<file path="src/rtl/rcfg_pkg.sv">
package rcfg_pkg;
  // register offsets of the lane three pair
  localparam logic [7:0] IDLE_FAR_RECEIVER_DETECT_MODE_OFS = 8'h23;
  localparam logic [7:0] EQ_OFS = 8'h24;
  localparam logic [7:0] SWING_OFS = 8'h25;
  localparam logic [7:0] DEEMPH_OFS = 8'h26;
  // reset values
  localparam logic [7:0] IDLE_FAR_RECEIVER_DETECT_MODE_RST = 8'h00;
  localparam logic [7:0] EQ_RST = 8'h2F;
  localparam logic [7:0] SWING_RST = 8'hAD;
  localparam logic [7:0] DEEMPH_RST = 8'h02;
  // field positions
  localparam int IDLE_AUTO_BIT = 5;
  localparam int IDLE_SEL_BIT = 4;
  localparam int FAR_RECEIVER_DETECT_MODE_LSB = 2;
  localparam int SCP_BIT = 7;
  localparam int GEN_SEL_BIT = 6;
  localparam int DEEMPH_W = 5;
  localparam int RATE_W = 2;
  // receiver-detect field codes
  typedef enum logic [1:0] {
    RXD_HIZ = 2'b00,
    RXD_AUTO_LIMITED = 2'b01,
    RXD_AUTO_ENDLESS = 2'b10,
    RXD_FORCE_50 = 2'b11
  } rcfg_far_receiver_detect_mode_t;
  // detection timing: 12 ms between probes, 50 probes in limited mode
  localparam int unsigned DETECT_PERIOD_MS = 12;
  localparam int unsigned CLOCK_KHZ = 100000;
  localparam int unsigned DETECT_CYCLES = DETECT_PERIOD_MS * CLOCK_KHZ;
  localparam logic [5:0] MAX_ATTEMPTS = 6'h32;
  // two-wire slave states
  typedef enum logic [2:0] {
    SMB_IDLE = 3'b000,
    SMB_ADDR = 3'b001,
    SMB_REG = 3'b010,
    SMB_WDATA = 3'b011,
    SMB_RDATA = 3'b100,
    SMB_SKIP = 3'b101
  } rcfg_smb_t;
  // positions in the pin synchroniser vector
  localparam int SY_SCL = 0;
  localparam int SY_SDA = 1;
  localparam int SY_SIGDET = 2;
  localparam int SY_SENSE = 3;
  localparam int SY_AUTO = 4;
  localparam int SY_RATE = 5;
  localparam int SY_IDLE = 7;
  localparam int SY_RXD = 8;
  localparam int SY_GEN = 10;
  localparam int SY_W = 11;
endpackage : rcfg_pkg

</file>
<file path="src/rtl/rcfg_lane_regs.sv">
`timescale 1ns/100ps
// What this block does
// - bit 5 set: automatic idle detection drives mute; clear: bit 4 decides
// - manual idle: bit 4 one mutes the output, zero keeps it active
// - written idle bits override the idle pin level
// - detect field 00 keeps input termination high impedance
// - field 01 probes every 12 ms, stops after 50 failed probes
// - field 10 probes every 12 ms until a receiver is found
// - auto modes: high impedance until found, then 50 ohm termination
// - field 11 forces 50 ohm; written field overrides detect pin
// - eight-bit equalizer level, 256 steps, reset 0x2F
// - swing register bit 7 enables short-circuit protection
// - swing bit 6 one selects gen 1/2, zero gen 3 transparent mode
// - written generation bit overrides the mode pin
// - three-bit swing code 000..111 selects 0.7..1.4 V, default 101
// - status bit 7 reads one once a far receiver is found
// - status bits 6:5 report detected link rate
// - rate status meaningful only with mode pin automatic
// - three-bit de-emphasis code, default 010
module rcfg_lane_regs #(
  parameter logic [6:0] smb_addr = 7'h2A, // arbitrary slave address
  parameter int unsigned detect_interval = rcfg_pkg::DETECT_CYCLES
) (
  // clock and reset
  input wire logic clock,
  input wire logic resetn,
  // two-wire management pins
  input wire logic scl_in,
  input wire logic sda_in,
  output logic sda_out,
  output logic sda_oe_n,
  // configuration pins
  input wire logic idle_pin_mute,
  input wire logic [1:0] far_receiver_detect_mode_pin,
  input wire logic mode_pin_gen12,
  input wire logic mode_pin_auto,
  // analog lane status
  input wire logic signal_present,
  input wire logic far_receiver_sense,
  input wire logic [rcfg_pkg::RATE_W-1:0] detected_rate_in,
  // lane controls
  output logic output_mute,
  output logic input_term_50,
  output logic rx_detect_probe,
  output logic gen12_select,
  output logic short_protect_en,
  output logic [2:0] output_swing_level,
  output logic [2:0] output_deemphasis_level,
  output logic [7:0] input_boost_level
);
  import rcfg_pkg::*;

  typedef struct packed {
    logic [SY_W-1:0] sync1, sync2;
    logic scl_prev, sda_prev;
    rcfg_smb_t st;
    logic [3:0] bitcnt;
    logic [7:0] sh, ptr;
    logic rw, mack, sda_drive;
    logic [7:0] idle_far_receiver_detect_mode, eq, swing;
    logic [DEEMPH_W-1:0] deemph;
    logic ovr_idle, ovr_far_receiver_detect_mode, ovr_mode;
    rcfg_far_receiver_detect_mode_t last_code;
    logic found;
    logic [31:0] tmr;
    logic [5:0] attempts;
    logic probe, mute, term_50, gen12;
  } rcfg_state_t;
  localparam rcfg_state_t RST_STATE = '{
    sync1: SY_W'(2'b11), sync2: SY_W'(2'b11), scl_prev: 1'b1, sda_prev: 1'b1, // bus idles high, no false edge
    st: SMB_IDLE,
    last_code: RXD_HIZ,
    idle_far_receiver_detect_mode: IDLE_FAR_RECEIVER_DETECT_MODE_RST,
    eq: EQ_RST,
    swing: SWING_RST,
    deemph: DEEMPH_RST[DEEMPH_W-1:0],
    default: '0
  };
  rcfg_state_t s;
  rcfg_state_t next_s;
  logic scl, sda, scl_rise, scl_fall, start_cond, stop_cond, sense, auto_mode, limit_hit;
  logic [1:0] rate_shown;
  logic [7:0] rd_data;
  rcfg_far_receiver_detect_mode_t code;

  //////////////////////////////////////////////////////////////////////
  // pin views, all taken from the second synchroniser stage
  assign scl = s.sync2[SY_SCL];
  assign sda = s.sync2[SY_SDA];
  assign sense = s.sync2[SY_SENSE];
  assign scl_rise = scl & ~s.scl_prev;
  assign scl_fall = ~scl & s.scl_prev;
  // start and stop need scl high over both samples
  assign start_cond = scl & s.scl_prev & s.sda_prev & ~sda;
  assign stop_cond = scl & s.scl_prev & ~s.sda_prev & sda;
  // rate is forced to 00 when the pin is not automatic
  assign rate_shown = s.sync2[SY_AUTO] ? s.sync2[SY_RATE +: RATE_W] : 2'h0;
  // written field wins over the detect pin
  assign code = s.ovr_far_receiver_detect_mode ? rcfg_far_receiver_detect_mode_t'(s.idle_far_receiver_detect_mode[FAR_RECEIVER_DETECT_MODE_LSB +: 2])
                            : rcfg_far_receiver_detect_mode_t'(s.sync2[SY_RXD +: 2]);
  assign auto_mode = (code == RXD_AUTO_LIMITED) || (code == RXD_AUTO_ENDLESS);
  assign limit_hit = (code == RXD_AUTO_LIMITED) && (s.attempts == MAX_ATTEMPTS);

  // read mux; unmapped offsets read zero
  always_comb
  begin
    unique case (s.ptr)
      IDLE_FAR_RECEIVER_DETECT_MODE_OFS: rd_data = s.idle_far_receiver_detect_mode;
      EQ_OFS: rd_data = s.eq;
      SWING_OFS: rd_data = s.swing;
      DEEMPH_OFS: rd_data = {s.found, rate_shown, s.deemph};
      default: rd_data = 8'h00;
    endcase
  end

  //////////////////////////////////////////////////////////////////////
  // next state: slave engine, register writes, detection, lane controls
  always_comb
  begin
    next_s = s;
    next_s.sync1 = {mode_pin_gen12, far_receiver_detect_mode_pin, idle_pin_mute, detected_rate_in,
                    mode_pin_auto, far_receiver_sense, signal_present, sda_in, scl_in};
    next_s.sync2 = s.sync1;
    next_s.scl_prev = scl;
    next_s.sda_prev = sda;
    next_s.probe = 1'b0;
    // bus engine; a start or stop aborts whatever is in flight
    if (start_cond)
    begin
      next_s.st = SMB_ADDR;
      next_s.bitcnt = 4'h0;
      next_s.sda_drive = 1'b0;
    end
    else if (stop_cond)
    begin
      next_s.st = SMB_IDLE;
      next_s.sda_drive = 1'b0;
    end
    else if (s.st != SMB_IDLE && scl_rise)
    begin
      if (s.bitcnt < 4'h8)
      begin
        if (s.st != SMB_RDATA)
          next_s.sh = {s.sh[6:0], sda};
      end
      else
        next_s.mack = ~sda;
      next_s.bitcnt = s.bitcnt + 4'h1;
    end
    else if (s.st != SMB_IDLE && scl_fall)
    begin
      if (s.bitcnt == 4'h8)
      begin
        // acknowledge slot opens
        next_s.sda_drive = 1'b0;
        unique case (s.st)
          SMB_ADDR:
          begin
            next_s.rw = s.sh[0];
            next_s.sda_drive = (s.sh[7:1] == smb_addr);
          end
          SMB_REG:
          begin
            next_s.ptr = s.sh;
            next_s.sda_drive = 1'b1;
          end
          SMB_WDATA:
          begin
            next_s.sda_drive = 1'b1;
            // single byte lands at the pointer
            unique case (s.ptr)
              IDLE_FAR_RECEIVER_DETECT_MODE_OFS:
              begin
                next_s.idle_far_receiver_detect_mode = s.sh;
                next_s.ovr_idle = 1'b1;
                next_s.ovr_far_receiver_detect_mode = 1'b1;
              end
              EQ_OFS: next_s.eq = s.sh;
              SWING_OFS:
              begin
                next_s.swing = s.sh;
                next_s.ovr_mode = 1'b1;
              end
              // status bits 7:5 are not stored, so writes to them vanish
              DEEMPH_OFS: next_s.deemph = s.sh[DEEMPH_W-1:0];
              default: ;
            endcase
          end
          default: ;
        endcase
      end
      else if (s.bitcnt == 4'h9)
      begin
        // acknowledge slot closes
        next_s.bitcnt = 4'h0;
        next_s.sda_drive = 1'b0;
        unique case (s.st)
          SMB_ADDR:
          begin
            if (!s.sda_drive)
              next_s.st = SMB_SKIP;
            else if (s.rw)
            begin
              next_s.st = SMB_RDATA;
              next_s.sh = rd_data;
              next_s.ptr = s.ptr + 8'h01;
              next_s.sda_drive = ~rd_data[7];
            end
            else
              next_s.st = SMB_REG;
          end
          SMB_REG: next_s.st = SMB_WDATA;
          SMB_WDATA: next_s.ptr = s.ptr + 8'h01;
          SMB_RDATA:
          begin
            if (s.mack)
            begin
              next_s.sh = rd_data;
              next_s.ptr = s.ptr + 8'h01;
              next_s.sda_drive = ~rd_data[7];
            end
            else
              next_s.st = SMB_SKIP;
          end
          default: ;
        endcase
      end
      else if (s.st == SMB_RDATA && s.bitcnt != 4'h0)
      begin
        // open-drain: pull low only for zero bits
        next_s.sh = {s.sh[6:0], 1'b0};
        next_s.sda_drive = ~s.sh[6];
      end
    end
    // far receiver detection
    next_s.last_code = code;
    if (code != s.last_code || code == RXD_HIZ)
    begin
      // a new mode restarts the probe schedule
      next_s.tmr = 32'h0;
      next_s.attempts = 6'h00;
      if (code == RXD_HIZ)
        next_s.found = 1'b0;
    end
    else if (auto_mode && !s.found && !limit_hit)
    begin
      if (s.tmr == detect_interval - 32'h1)
      begin
        next_s.tmr = 32'h0;
        next_s.probe = 1'b1;
        if (s.attempts != MAX_ATTEMPTS)
          next_s.attempts = s.attempts + 6'h01;
        if (sense)
          next_s.found = 1'b1;
      end
      else
        next_s.tmr = s.tmr + 32'h1;
    end
    // termination: hi-z unless forced or found in auto modes
    next_s.term_50 = (code == RXD_FORCE_50) || (auto_mode && s.found);
    // idle mute: pin level until the register is written
    if (s.ovr_idle)
      next_s.mute = s.idle_far_receiver_detect_mode[IDLE_AUTO_BIT] ? ~s.sync2[SY_SIGDET]
                                                : s.idle_far_receiver_detect_mode[IDLE_SEL_BIT];
    else
      next_s.mute = s.sync2[SY_IDLE];
    next_s.gen12 = s.ovr_mode ? s.swing[GEN_SEL_BIT] : s.sync2[SY_GEN];
  end

  // single state register
  always_ff @(posedge clock or negedge resetn)
  begin
    if (!resetn)
      s <= RST_STATE;
    else
      s <= next_s;
  end

  //////////////////////////////////////////////////////////////////////
  // outputs, all but the tied-low sda_out from flops
  assign sda_out = 1'b0;
  assign sda_oe_n = ~s.sda_drive;
  assign output_mute = s.mute;
  assign input_term_50 = s.term_50;
  assign rx_detect_probe = s.probe;
  assign gen12_select = s.gen12;
  assign short_protect_en = s.swing[SCP_BIT];
  assign output_swing_level = s.swing[2:0];
  assign output_deemphasis_level = s.deemph[2:0];
  assign input_boost_level = s.eq;
endmodule : rcfg_lane_regs

</file>
<file path="config.mk">
export PLATFORM = sky130hd
export DESIGN_NAME = rcfg_lane_regs
export DESIGN_NICKNAME = d
export VERILOG_FILES = /design/src/rtl/rcfg_pkg.sv /design/src/rtl/rcfg_lane_regs.sv
export SDC_FILE = /design/constraint.sdc
export NUM_CORES = 1
export LEC_CHECK = 0
export BUFFER_PORTS_ARGS = -buffer_cell sky130_fd_sc_hd__buf_2
export CAP_MARGIN = 0
export CELL_PAD_IN_SITES_DETAIL_PLACEMENT = 1
export CELL_PAD_IN_SITES_GLOBAL_PLACEMENT = 1
export CORE_MARGIN = 5
export CORE_UTILIZATION = 30
export DETAILED_ROUTE_END_ITERATION = 16
export PLACE_DENSITY_LB_ADDON = 0.08
export SYNTH_ARGS = -nofsm -noshare
export SYNTH_HDL_FRONTEND = slang
export SYNTH_SLANG_ARGS = --single-unit
export TNS_END_PERCENT = 50
</file>
<file path="constraint.sdc">
create_clock -name clock -period 4.6 [get_ports clock]
set_input_delay 0.46 -clock clock [delete_from_list [all_inputs] [get_ports clock]]
set_output_delay 0.46 -clock clock [all_outputs]
set_load 0.02 [all_outputs]
</file>
==> impl_metrics.csv <==
group,metric,value,unit
worst_setup_path,path_max_fanout,19,
drt,drt_first_iter_violations,269,
sta,rsz0062_at_grt,"no",
logic_synthesis,syn_area,0.00661,mm2
pwr,p_sw_frac,0.241,
sta,finClkSkew,0.0142,ns
drt,wl_per_cell,20.8,um
grt,grt_max_degree,87,
final_layout,stdcell_count,938,
sta,fin_crit_sh,0.675,
pwr,peakVddDrop,0.000211,V
grt,grt_first_pass_wirelength,31.8,mm
placed_design,pre_cts_slack,1.41,ns
sta,timing.slew.headroom,0.256,
floorplan,coreArea,0.0218,mm2
placed_design,gp_congestion,0.795,
pwr,comb_power_share,0.058,
placed_design,place_inst,906,
clocking,ctsHoldBuffers,0,
final_layout,drive_above_1_share,0.214,
sta,setup_tns,0,ns
sta,setup_violations,0,
final_layout,nNetsFinal,671,
pwr,p_sw,668,uW
sta,drv_slew,0,
clocking,clkSinkCount,126,
sta,worst_slack,1.50,ns
clocking,htree_levels,4,
worst_setup_path,crit_start,"s[96]$_DFFE_PN0P_",
placed_design,place.port_buffers,32,
worst_setup_path,r2r_slack,1.50,ns
grt,grt_antenna_before_repair,0,
clocking,clk-insertion-delay-late,0.42,ns
final_layout,diodes,0,
drt,remaining_drc_errors,0,
logic_synthesis,yosysWarnings,0,
grt,overflow,0,
logic_synthesis,syn_inst,637,
worst_setup_path,crit_required,4.90,ns
drt,routed-via-count,5207,
worst_setup_path,arrival,3.40,ns
sta,worst_slew_pin_slew,1.11,ns
outcome,status,"completed",
final_layout,mostFrequentLayoutCells,"dfrtp_1, a31oi_1, mux2_2",
floorplan,io_pins,34,
worst_setup_path,worstSetupPathType,"flip-flop to flip-flop",
pwr,power.density,367,mW/mm2
pwr,power.internal,2100,uW
grt,grtUsageTotal,0.161,
logic_synthesis,ys.flop_type,"dfrtp_1",
logic_synthesis,ys_types,63,
floorplan,die-area,0.0251,mm2
job,max_cap_viol_count,0,
logic_synthesis,synth_edf_count,0,
floorplan,start_util,0.304,
logic_synthesis,postSynth.asyncResetShare,1.00,
logic_synthesis,avgSynthCellArea,10.4,um2
clocking,root_buffer,"clkbuf_16",
worst_setup_path,regToRegStartpoint,"s[96]$_DFFE_PN0P_",
drt,firstDrtPassIters,6,
sta,fmax,0.322,GHz
clocking,cts_max_path_buffers,2,
placed_design,dp_hpwl,13.1,mm
drt,antenna_left,0,
grt,first_global_vias,5701,
drt,wl,19.5,mm
sta,finalHoldViolCount,0,
final_layout,final_common_cell,"dfrtp_1",
pwr,leakage,0.00307,uW
worst_setup_path,cp-end-kind,"flip-flop",
drt,viasPerCell,5.55,
clocking,cts_tree,"yes",
pwr,seq_power_share,0.418,
logic_synthesis,yosysSeqAreaShare,0.480,
final_layout,area_delta_synth_final,14.0,%
pwr,clock_power_share,0.524,
floorplan,placementRows,54,
floorplan,die_w,158,um
sta,fin_crit,3.10,ns
clocking,ctsResizeCount,0,
worst_setup_path,crit_path_start_kind,"flip-flop",
clocking,cts-buffers-inserted,17,
logic_synthesis,syn_nets,663,
logic_synthesis,synth-seq-cells,126,
worst_hold_path,hold_class,"input port to async pin",
clocking,postCtsSetupBuffers,0,
clocking,path_clk_slew,0.06,ns
floorplan,chipHeight,158,um
[path summary, 6_finish.rpt]
kind	to	cells after the start
max	output_swing_level[1]$_DFFE_PN0P_	8
min in group clock	next_s[106]$_DFF_PN1_	1
max in group asynchronous	input_boost_level[5]$_DFFE_PN1P_	2
max reg2reg	output_swing_level[1]$_DFFE_PN0P_	8
min	s[98]$_DFFE_PN0P_	1
min reg2reg	s[108]$_DFF_PN0_	0
[logic make-up after synthesis]
| family | Yosys count | synth area share |
|---|---|---|
| AOI/OAI and AO/OA | 135 | 0.140 |
| xor gates and xnor gates | 6 | 0.00795 |
| adders and majority gates | 13 | 0.0246 |
| buffers and inverters | 71 | 0.0522 |
| DFF | 126 | 0.480 |
| muxes | 58 | 0.0959 |
| other | 1 | 0.000567 |
| and+or+nand+nor | 227 | 0.198 |
[cell usage after synthesis, types with 5 or more instances]
library cell  count  area (um2)
a31oi_1          45         282
o22ai_1           5        31.3
nand2_1          41         154
dfstp_2          17         447
ha_1             13         163
a41oi_1           6        52.6
mux2_2           43         484
nor3_1           20         100
nand4_1          15        93.8
a21oi_1          16        80.1
clkbuf_1         22        82.6
and4_1            5        43.8
mux2i_1          15         150
buf_4            15         113
or3_1             7        43.8
buf_2            10        50.1
a22o_1            8        70.1
and3_1           12        75.1
inv_1            20        75.1
nand3b_1         12        90.1
o21ai_0          18        90.1
a2bb2oi_1         7        61.3
a222oi_1          8        80.1
and2_1           13        81.3
nor4_1            9        56.3
dfrtp_1         109        2730
nor2_1           24        90.1
a211oi_1          5        37.5
nand3_1          35         175
[layout make-up]
cell class	count	area, um2
clock inverter	13	189
multi-input combinational	440	3090
clock buffer	19	433
sequential	126	3170
fill	2426	14200
timing repair buffer	40	226
tap	280	350
inverter	20	75.1
[critical path: stages, from the launching register on]
cell	delay [ns]
dfrtp_1	0.43
inv_1	0.08
ha_1	0.19
nand3b_1	0.09
buf_4	0.22
nor4b_1	0.76
and3_1	0.31
and2_1	0.50
mux2_2	0.40
[power by group through the flow]
stage,logic [uW],registers [uW],clock network (uW)
final,160,1160,1450
after global routing,182,1160,1530
after CTS,163,1160,1480
after detailed placement,162,1180,0
after global placement,158,1180,0
after floorplan,100,1170,0
[sequential cells by signal, summed over array words and instances (netlist names)]
register	flops
rx_detect_probe	1
output_mute	1
input_boost_level	8
next_s	13
s	94
input_term_50	1
short_protect_en	1
output_swing_level	3
gen12_select	1
output_deemphasis_level	3
[metrics by stage]
step           total power [uW]  area [um2]  hold slack, ns   util
2_1_floorplan              1270        6610           0.164      -
3_3_place_gp               1330        6920           0.336  0.318
3_5_place_dp               1340        6920           0.339  0.318
4_1_cts                    2810        7540           0.119  0.347
5_1_grt                    2880        7540           0.117  0.347
6_report                   2770        7540           0.108  0.347
[layer usage]
metal	GRT usage	vias up	wire, um	share of wire
met1	0.208	2677	8790	0.45
met2	0.270	94	9720	0.50
li1	-	2408	-	-
met5	0	-	0	0
met4	0.0532	0	359	0.018
met3	0.0340	28	610	0.031
Note: power is estimated with default switching activity, not from simulation.
